===== src/inc/ssr_map.vh =====
`ifndef SSR_MAP_VH
`define SSR_MAP_VH

// ----------------------------------------
// Register sets
// ----------------------------------------
`define SSR_NSETS 5
`define SSR_SET_TRG 3'h0
`define SSR_SET_ULF 3'h1
`define SSR_SET_QTOP 3'h2
`define SSR_SET_CAL 3'h3
`define SSR_SET_PWR 3'h4

// ----------------------------------------
// Address layout: set in [7:5], field in [4:2]
// ----------------------------------------
`define SSR_SET_MSB 7
`define SSR_SET_LSB 5
`define SSR_FLD_MSB 4
`define SSR_FLD_LSB 2
`define SSR_FLD_COND 3'h0
`define SSR_FLD_EVENT 3'h1
`define SSR_FLD_PTR 3'h2
`define SSR_FLD_NTR 3'h3
`define SSR_FLD_ENABLE 3'h4
`define SSR_CTRL_ADDR 8'ha0
`define SSR_CTRL_PRESET 0

// ----------------------------------------
// Implemented bits of each set
// ----------------------------------------
`define SSR_MASK_TRG 16'h0006
`define SSR_MASK_ULF 16'h0078
`define SSR_MASK_QTOP 16'h0308
`define SSR_MASK_CAL2 16'h0006
`define SSR_MASK_CAL4 16'h001e
`define SSR_MASK_PWR2 16'h01fe
`define SSR_MASK_PWR4 16'h07fe

// ----------------------------------------
// Field positions
// ----------------------------------------
`define SSR_TRG_A 1
`define SSR_ULF_LSB 3
`define SSR_QTOP_PWR 3
`define SSR_QTOP_CAL 8
`define SSR_QTOP_POST 9
`define SSR_CAL_LSB 1
`define SSR_PWR_A 1
`define SSR_PWR_B 2
`define SSR_PWR_UW 3
`define SSR_PWR_LW 4
`define SSR_PWR_ZA 5
`define SSR_PWR_ZB 6
`define SSR_PWR_UWLM 7
`define SSR_PWR_LWLM 8
`define SSR_PWR_C 9
`define SSR_PWR_D 10

// ----------------------------------------
// Preset and reset values
// ----------------------------------------
`define SSR_ONES 16'hffff
`define SSR_ZERO 16'h0000
`define SSR_READ_MASK 16'h7fff

`endif


===== src/ssr_top.v =====
// How it works
// - Trigger set: channel A bit1, B bit2
// - Upper-limit-fail set uses bits three to six
// - Failed upper or window check sets bit
// - Clear only on enabled passing measurement
// - Preset questionable top set: enable zero, PTR ones
// - Preset others: enable ones, PTR ones, NTR zero
// - Questionable bit3 is power set summary
// - Questionable bit8 is calibration set summary
// - Questionable bit9 follows self-test failure
// - Calibration bits one to four, channels A-D
// - Zeroing or calibration error sets bit
// - Clean zeroing or calibration completion clears
// - Power bits: channels, windows, needs-zeroing
// - Power bits seven, eight limit errors; nine, ten extra channels
// - Overload, general or A, sets bit1
// - Channel B overload sets bit2
// - Stale data or upper log error: bit3
// - Stale data or lower log error: bit4
// - Needs-zeroing levels set bits five, six
// - Power bit clears on cause-free measurement
// - Reading an event register clears it
// - Event latches on filtered condition edge
//
// Our own choices: the address map and register access over APB.
`timescale 1ns/1ns
`default_nettype none
`include "ssr_map.vh"

module ssr_top #(
  parameter EXTRA_CH = 0
) (
  input wire CORE_CLK,
  input wire RESET_N,
  input wire PSEL,
  input wire PENABLE,
  input wire PWRITE,
  input wire [7:0] PADDR,
  input wire [31:0] PWDATA,
  output reg [31:0] PRDATA,
  output reg PREADY,
  output reg PSLVERR,
  input wire TRIG_A,
  input wire TRIG_B,
  input wire MEAS_DONE,
  input wire [3:0] ULF_FAIL,
  input wire [3:0] ULF_CHECK_EN,
  input wire [3:0] ULF_PASS,
  input wire CAL_ERR_ALL,
  input wire [3:0] CAL_ERR,
  input wire [3:0] CAL_OK,
  input wire OVL_GEN,
  input wire OVL_A,
  input wire OVL_B,
  input wire [1:0] OVL_CD,
  input wire DATA_STALE,
  input wire LOG_ERR_UW,
  input wire LOG_ERR_LW,
  input wire [1:0] LM_PWR_ERR,
  input wire NEEDS_ZERO_A,
  input wire NEEDS_ZERO_B,
  input wire SELFTEST_DONE,
  input wire SELFTEST_FAIL,
  output reg TRG_SUMMARY,
  output reg ULF_SUMMARY,
  output reg QUES_SUMMARY
);

  // ----------------------------------------
  // Set masks
  // ----------------------------------------
  localparam [15:0] CAL_MASK = (EXTRA_CH != 0) ? `SSR_MASK_CAL4 : `SSR_MASK_CAL2;
  localparam [15:0] PWR_MASK = (EXTRA_CH != 0) ? `SSR_MASK_PWR4 : `SSR_MASK_PWR2;

  function [15:0] set_mask;
    input [2:0] s;
    begin
      if (s == `SSR_SET_TRG) begin
        set_mask = `SSR_MASK_TRG;
      end else if (s == `SSR_SET_ULF) begin
        set_mask = `SSR_MASK_ULF;
      end else if (s == `SSR_SET_QTOP) begin
        set_mask = `SSR_MASK_QTOP;
      end else if (s == `SSR_SET_CAL) begin
        set_mask = CAL_MASK;
      end else if (s == `SSR_SET_PWR) begin
        set_mask = PWR_MASK;
      end else begin
        set_mask = `SSR_ZERO;
      end
    end
  endfunction

  // Top set presets enable to zero, the others to ones
  function [15:0] preset_enable;
    input [2:0] s;
    begin
      if (s == `SSR_SET_QTOP) begin
        preset_enable = `SSR_ZERO;
      end else begin
        preset_enable = `SSR_ONES;
      end
    end
  endfunction

  // ----------------------------------------
  // Bus decode
  // ----------------------------------------
  wire [2:0] addr_set = PADDR[`SSR_SET_MSB:`SSR_SET_LSB];
  wire [2:0] addr_fld = PADDR[`SSR_FLD_MSB:`SSR_FLD_LSB];
  wire addr_ctrl = (PADDR == `SSR_CTRL_ADDR);
  wire addr_set_ok = (addr_set < 3'h`SSR_NSETS) && (addr_fld <= `SSR_FLD_ENABLE) && (PADDR[1:0] == 2'h0);
  wire access = PSEL & PENABLE & ~PREADY;
  wire done = PSEL & PENABLE & PREADY;
  wire wr_done = done & PWRITE & ~PSLVERR;
  wire rd_done = done & ~PWRITE & ~PSLVERR;
  wire preset = wr_done & addr_ctrl & PWDATA[`SSR_CTRL_PRESET];

  // ----------------------------------------
  // Register state
  // ----------------------------------------
  reg [15:0] cond_q [0:`SSR_NSETS-1];
  reg [15:0] prev_q [0:`SSR_NSETS-1];
  reg [15:0] event_q [0:`SSR_NSETS-1];
  reg [15:0] ptr_q [0:`SSR_NSETS-1];
  reg [15:0] ntr_q [0:`SSR_NSETS-1];
  reg [15:0] enable_q [0:`SSR_NSETS-1];
  wire [15:0] cond_d [0:`SSR_NSETS-1];
  wire [`SSR_NSETS-1:0] summary;

  // ----------------------------------------
  // Condition sources
  // ----------------------------------------
  wire [15:0] trg_level = ({15'h0000, TRIG_A} << `SSR_TRG_A) | ({15'h0000, TRIG_B} << (`SSR_TRG_A + 1));
  assign cond_d[`SSR_SET_TRG] = trg_level & `SSR_MASK_TRG;

  wire [15:0] ulf_set = {12'h000, ULF_FAIL} << `SSR_ULF_LSB;
  wire [15:0] ulf_clr = {12'h000, ULF_PASS & ULF_CHECK_EN & {4{MEAS_DONE}}} << `SSR_ULF_LSB;
  // A fail reported with the completing pass keeps the bit
  assign cond_d[`SSR_SET_ULF] = ((cond_q[`SSR_SET_ULF] & ~ulf_clr) | ulf_set) & `SSR_MASK_ULF;

  reg post_fail_q;
  wire [15:0] qtop_level = ({15'h0000, summary[`SSR_SET_PWR]} << `SSR_QTOP_PWR) |
    ({15'h0000, summary[`SSR_SET_CAL]} << `SSR_QTOP_CAL) | ({15'h0000, post_fail_q} << `SSR_QTOP_POST);
  assign cond_d[`SSR_SET_QTOP] = qtop_level & `SSR_MASK_QTOP;

  // Overall calibration error marks every present channel
  wire [15:0] cal_set = {12'h000, CAL_ERR | {4{CAL_ERR_ALL}}} << `SSR_CAL_LSB;
  wire [15:0] cal_clr = {12'h000, CAL_OK} << `SSR_CAL_LSB;
  assign cond_d[`SSR_SET_CAL] = ((cond_q[`SSR_SET_CAL] & ~cal_clr) | cal_set) & CAL_MASK;

  reg [15:0] pwr_set;
  always @* begin
    pwr_set = `SSR_ZERO;
    pwr_set[`SSR_PWR_A] = OVL_GEN | OVL_A;
    pwr_set[`SSR_PWR_B] = OVL_B;
    pwr_set[`SSR_PWR_UW] = DATA_STALE | LOG_ERR_UW;
    pwr_set[`SSR_PWR_LW] = DATA_STALE | LOG_ERR_LW;
    pwr_set[`SSR_PWR_ZA] = NEEDS_ZERO_A;
    pwr_set[`SSR_PWR_ZB] = NEEDS_ZERO_B;
    pwr_set[`SSR_PWR_UWLM] = LM_PWR_ERR[0];
    pwr_set[`SSR_PWR_LWLM] = LM_PWR_ERR[1];
    pwr_set[`SSR_PWR_C] = OVL_CD[0];
    pwr_set[`SSR_PWR_D] = OVL_CD[1];
  end
  // Measurement end keeps only bits whose cause is still present
  wire [15:0] pwr_keep = MEAS_DONE ? `SSR_ZERO : cond_q[`SSR_SET_PWR];
  assign cond_d[`SSR_SET_PWR] = (pwr_keep | pwr_set) & PWR_MASK;

  // ----------------------------------------
  // Self-test result
  // ----------------------------------------
  always @(posedge CORE_CLK) begin
    if (!RESET_N) begin
      post_fail_q <= 1'b0;
    end else if (SELFTEST_DONE) begin
      post_fail_q <= SELFTEST_FAIL;
    end
  end

  // ----------------------------------------
  // Per-set condition, event and filters
  // ----------------------------------------
  reg [15:0] rd_clr_q;
  reg [2:0] rd_set_q;
  reg rd_event_q;

  genvar s;
  generate
    for (s = 0; s < `SSR_NSETS; s = s + 1) begin : g_set
      localparam [15:0] MASK = set_mask(s);
      wire sel = (addr_set == s) & addr_set_ok;
      wire [15:0] rise = cond_q[s] & ~prev_q[s] & ptr_q[s];
      wire [15:0] fall = ~cond_q[s] & prev_q[s] & ntr_q[s];
      wire [15:0] ev_clr = (rd_event_q && rd_set_q == s && rd_done) ? rd_clr_q : `SSR_ZERO;
      assign summary[s] = |(event_q[s] & enable_q[s]);
      always @(posedge CORE_CLK) begin
        if (!RESET_N) begin
          cond_q[s] <= `SSR_ZERO;
          prev_q[s] <= `SSR_ZERO;
          event_q[s] <= `SSR_ZERO;
          ptr_q[s] <= `SSR_ONES & MASK;
          ntr_q[s] <= `SSR_ZERO;
          enable_q[s] <= preset_enable(s) & MASK;
        end else begin
          cond_q[s] <= cond_d[s];
          prev_q[s] <= cond_q[s];
          // New edges win over the read clear
          event_q[s] <= ((event_q[s] & ~ev_clr) | rise | fall) & MASK;
          if (preset) begin
            ptr_q[s] <= `SSR_ONES & MASK;
            ntr_q[s] <= `SSR_ZERO;
            enable_q[s] <= preset_enable(s) & MASK;
          end else if (wr_done && sel) begin
            if (addr_fld == `SSR_FLD_PTR) begin
              ptr_q[s] <= PWDATA[15:0] & MASK;
            end else if (addr_fld == `SSR_FLD_NTR) begin
              ntr_q[s] <= PWDATA[15:0] & MASK;
            end else if (addr_fld == `SSR_FLD_ENABLE) begin
              enable_q[s] <= PWDATA[15:0] & MASK;
            end
          end
        end
      end
    end
  endgenerate

  // ----------------------------------------
  // Read mux
  // ----------------------------------------
  reg [15:0] rd_val;
  always @* begin
    rd_val = `SSR_ZERO;
    // Sets past the last one would index outside the arrays
    if (!addr_set_ok) begin
      rd_val = `SSR_ZERO;
    end else if (addr_fld == `SSR_FLD_COND) begin
      rd_val = cond_q[addr_set];
    end else if (addr_fld == `SSR_FLD_EVENT) begin
      rd_val = event_q[addr_set];
    end else if (addr_fld == `SSR_FLD_PTR) begin
      rd_val = ptr_q[addr_set];
    end else if (addr_fld == `SSR_FLD_NTR) begin
      rd_val = ntr_q[addr_set];
    end else if (addr_fld == `SSR_FLD_ENABLE) begin
      rd_val = enable_q[addr_set];
    end
  end

  // ----------------------------------------
  // APB slave, one wait state
  // ----------------------------------------
  always @(posedge CORE_CLK) begin
    if (!RESET_N) begin
      PREADY <= 1'b0;
      PSLVERR <= 1'b0;
      PRDATA <= 32'h0000_0000;
      rd_clr_q <= `SSR_ZERO;
      rd_set_q <= 3'h0;
      rd_event_q <= 1'b0;
    end else begin
      PREADY <= access;
      if (access) begin
        // Control word reads as zero; unmapped addresses error
        PSLVERR <= ~(addr_set_ok | addr_ctrl);
        // Only the returned bits are cleared, later events survive
        PRDATA <= (addr_set_ok && !PWRITE) ? {16'h0000, rd_val & `SSR_READ_MASK} : 32'h0000_0000;
        rd_clr_q <= rd_val;
        rd_set_q <= addr_set;
        rd_event_q <= addr_set_ok & (addr_fld == `SSR_FLD_EVENT);
      end else begin
        PSLVERR <= 1'b0;
      end
    end
  end

  // ----------------------------------------
  // Summary outputs
  // ----------------------------------------
  always @(posedge CORE_CLK) begin
    if (!RESET_N) begin
      TRG_SUMMARY <= 1'b0;
      ULF_SUMMARY <= 1'b0;
      QUES_SUMMARY <= 1'b0;
    end else begin
      TRG_SUMMARY <= summary[`SSR_SET_TRG];
      ULF_SUMMARY <= summary[`SSR_SET_ULF];
      QUES_SUMMARY <= summary[`SSR_SET_QTOP];
    end
  end

endmodule // ssr_top

`default_nettype wire


===== config.mk =====
export PLATFORM = sky130hd
export DESIGN_NAME = ssr_top
export DESIGN_NICKNAME = d
export VERILOG_FILES = /design/src/ssr_top.v
export VERILOG_INCLUDE_DIRS = /design/src /design/src/inc
export SDC_FILE = /design/constraint.sdc
export NUM_CORES = 1
export LEC_CHECK = 0
export BUFFER_PORTS_ARGS = -buffer_cell sky130_fd_sc_hd__buf_2
export CAP_MARGIN = 30
export CORE_MARGIN = 8
export CORE_UTILIZATION = 55
export DETAILED_ROUTE_END_ITERATION = 6
export MAX_ROUTING_LAYER = met4
export PLACE_DENSITY = 0.79
export SLEW_MARGIN = 30
export SYNTH_ARGS = -nofsm -noshare
export SYNTH_HDL_FRONTEND = slang
export SYNTH_SLANG_ARGS = --single-unit

===== constraint.sdc =====
create_clock -name CORE_CLK -period 3.6 [get_ports CORE_CLK]
set_input_delay 0.18 -clock CORE_CLK [delete_from_list [all_inputs] [get_ports CORE_CLK]]
set_output_delay 0.18 -clock CORE_CLK [all_outputs]
set_load 0.01 [all_outputs]

==> flow_metrics.env <==
export IMPL_status="complete, no violations"
export IMPL_synth_flop_cell="sky130_fd_sc_hd__dfxtp_1"
export IMPL_dr_pass1_iters=5
export IMPL_final_max_slew_violation_count=0
export IMPL_synth_area_per_cell_um2=9.72
export IMPL_placement_io_buffers=68
export IMPL_placement_stage_worst_setup_slack_ns=0.938
export IMPL_timing_worst_setup_path_type="reg -> reg"
export IMPL_cts_tree="done"
export IMPL_synth_async_sr_flop_share_pct=0
export IMPL_clk_path_buf_depth=2
export IMPL_synth_edf_count=57
export IMPL_antenna_found_initial=1
export IMPL_route_detailed_vias_per_inst=6.10
export IMPL_clock_latency_ns=0.43
export IMPL_drt_drc_violations_left=0
export IMPL_detailedPlacementHpwl_um=13200
export IMPL_grt_pass1_vias=5429
export IMPL_timing_hold_violations_final=0
export IMPL_cap_violations=0
export IMPL_power_per_cell_area_nw_per_um2=490
export IMPL_clkSinkCount=142
export IMPL_final_cell_mix="sky130_fd_sc_hd__nand2_1, sky130_fd_sc_hd__dfxtp_1, sky130_fd_sc_hd__buf_2"
export IMPL_clk_pin_slew_worst_paths_ns=0.06
export IMPL_postCtsResizedCells=0
export IMPL_hold_path_class="in -> reg"
export IMPL_critPathArrivalTime_ns=2.57
export IMPL_tightestPinTransition_ns=0.911
export IMPL_required_ns=3.65
export IMPL_detailedRoute_firstIterationViolations=658
export IMPL_whs_path_depth=3
export IMPL_placed_cells_incl_taps=870
export IMPL_finalSetupViolCount=0
export IMPL_period_needed_ns=2.51
export IMPL_die_width_um=126
export IMPL_initial_utilization_pct=55.9
export IMPL_type_of_element_launching_the_critical_path="register"
export IMPL_power_total_w=0.00376
export IMPL_ratio_of_final_minimum_period_to_clock_period_pct=69.8
export IMPL_tritoncts_buffers=17
export IMPL_grt_remaining_overflow=0
export IMPL_origin_of_the_worst_min_delay_path="OVL_A"
export IMPL_syn_cell_area_um2=6660
export IMPL_fin_cells=920
export IMPL_cts_hold_repair_buffers=17
export IMPL_gr_usage_all_layers_pct=24.2
export IMPL_post_cts_setup_buffer_count=0
export IMPL_critical_path_startpoint="PREADY"
export IMPL_fin_skew_ns=0.00903
export IMPL_synth_yosys_seq_area_share_pct=51.3
export IMPL_die_y_um=126
export IMPL_wire_length_of_the_first_global_routing_pass_um=29200
export IMPL_grt_setup_unrepaired="no"
export IMPL_route_detailed_wl_per_inst_um=20.3
export IMPL_worst_slew_margin_rel_pct=39.3
export IMPL_route_antenna_remaining_nets=0
export IMPL_drt_wl_total_um=18700
export IMPL_maximum_number_of_pins_on_one_net_before_global_route_repair=43
export IMPL_crit_reg2reg_launch="PREADY"
export IMPL_area_growth_pct=15.2
export IMPL_htree_num_levels=4
export IMPL_place_congestion=0.933
export IMPL_num_nets_final=842
export IMPL_die_area_um2=15900
export IMPL_leakagePower_nw=2.84
export IMPL_hold_slack_ns=0.0183
export IMPL_final_common_cell="sky130_fd_sc_hd__nand2_1"
export IMPL_path_max_fanout=17
export IMPL_core_rowCount=40
export IMPL_top_level_ports=120
export IMPL_fmax_mhz=398
export IMPL_synth_lib_cells_used_distinct=72
export IMPL_clk_root_buffer_cell="sky130_fd_sc_hd__clkbuf_16"
export IMPL_synth_yosys_warnings=0
export IMPL_fraction_of_final_layout_cells_sized_beyond_drive_strength_1_pct=15.4
export IMPL_worst_r2r_path_depth=4
export IMPL_totalNegativeSetupSlack_ns=0
export IMPL_crit_path_setup_slack_layout_ns=1.09
export IMPL_ys_seq_elements=142
export IMPL_synthCells=685
export IMPL_vdd_drop_max_mv=0.320
export IMPL_crit_path_end_kind="register"
export IMPL_dr_total_vias=5608
export IMPL_core_region_area_um2=11900
state kept, by name (all words and copies together) (netlist names), 3 cells and up:
register / flops
event_q: 19
PRDATA: 9
ptr_q: 19
rd_clr_q: 9
ntr_q: 19
cond_q: 19
enable_q: 19
prev_q: 19
rd_set_q: 3
per-layer routing:
layer / global-route usage, % / part of all wire, % / vias up
met4: 8.78 / 1.6 / 0
met5: - / 0 / -
met3: 8.52 / 11 / 30
met1: 30.5 / 42 / 2677
li1: - / - / 2590
met2: 35.2 / 45 / 311
worst paths after layout:
check / end / slack, ns
setup / recovery: ptr_q[4][4] / 1.09
hold / removal: cond_q[4][0] / 0.02
setup reg to reg: ptr_q[4][4] / 1.09
hold reg to reg: PRDATA[8] / 0.44
through the flow:
| step | area, µm² | utilization (%) |
|---|---|---|
| finish | 7670 | 64.4 |
| CTS | 7670 | 64.4 |
| global route | 7670 | 64.4 |
| detailed placement | 6940 | 58.3 |
| global placement | 6940 | 58.3 |
| floorplan | 6740 | - |
critical path, cell delays in order, from the launching register on:
cell	delay, ns
sky130_fd_sc_hd__dfxtp_1	0.37
sky130_fd_sc_hd__and4b_1	0.29
sky130_fd_sc_hd__and4_1	0.49
sky130_fd_sc_hd__nand3_4	0.26
sky130_fd_sc_hd__o21ai_1	0.73
report_power, final:
part	internal (W)	switching, W	leakage, nW
Combinational	0.000137	0.000199	1.39
Clock	0.000972	0.000660	0.269
Sequential	0.00173	0.0000585	1.18
Total	0.00284	0.000917	2.84
layout make-up:
class	count	area [µm²]
tap	147	184
inverter	14	52.6
clock inverter	10	60.1
sequential	142	3410
clock buffer	22	497
antenna	1	2.50
fill	950	4240
multi-input combinational	493	2910
timing repair buffer	91	556
synthesized netlist by cell type (12+ instances only):
master                      n  area (µm²)
sky130_fd_sc_hd__nand3_1   14        70.1
sky130_fd_sc_hd__nor2_1    50         188
sky130_fd_sc_hd__o21ai_1   14        70.1
sky130_fd_sc_hd__buf_4     25         188
sky130_fd_sc_hd__and3_1    12        75.1
sky130_fd_sc_hd__o21ai_0   31         155
sky130_fd_sc_hd__mux2i_1   14         140
sky130_fd_sc_hd__clkbuf_1  15        56.3
sky130_fd_sc_hd__or3_1     23         144
sky130_fd_sc_hd__dfxtp_1   85        1700
sky130_fd_sc_hd__inv_1     14        52.6
sky130_fd_sc_hd__nand2_1   94         353
sky130_fd_sc_hd__edfxtp_1  57        1710
sky130_fd_sc_hd__a21oi_1   39         195
sky130_fd_sc_hd__o22ai_1   14        87.6
sky130_fd_sc_hd__and2_1    32         200
kinds of logic (layout without fill, tap and decap cells):
kind of cell | Yosys count | after routing | synth area share (%)
compound gates | 180 | 180 | 17.9
buf+inv | 72 | 137 | 6.35
flops | 142 | 142 | 51.3
mux | 25 | 25 | 4.13
other cells | 1 | 24 | 0.0563
simple gates | 265 | 265 | 20.3
Note: power is estimated with default switching activity, not from simulation.
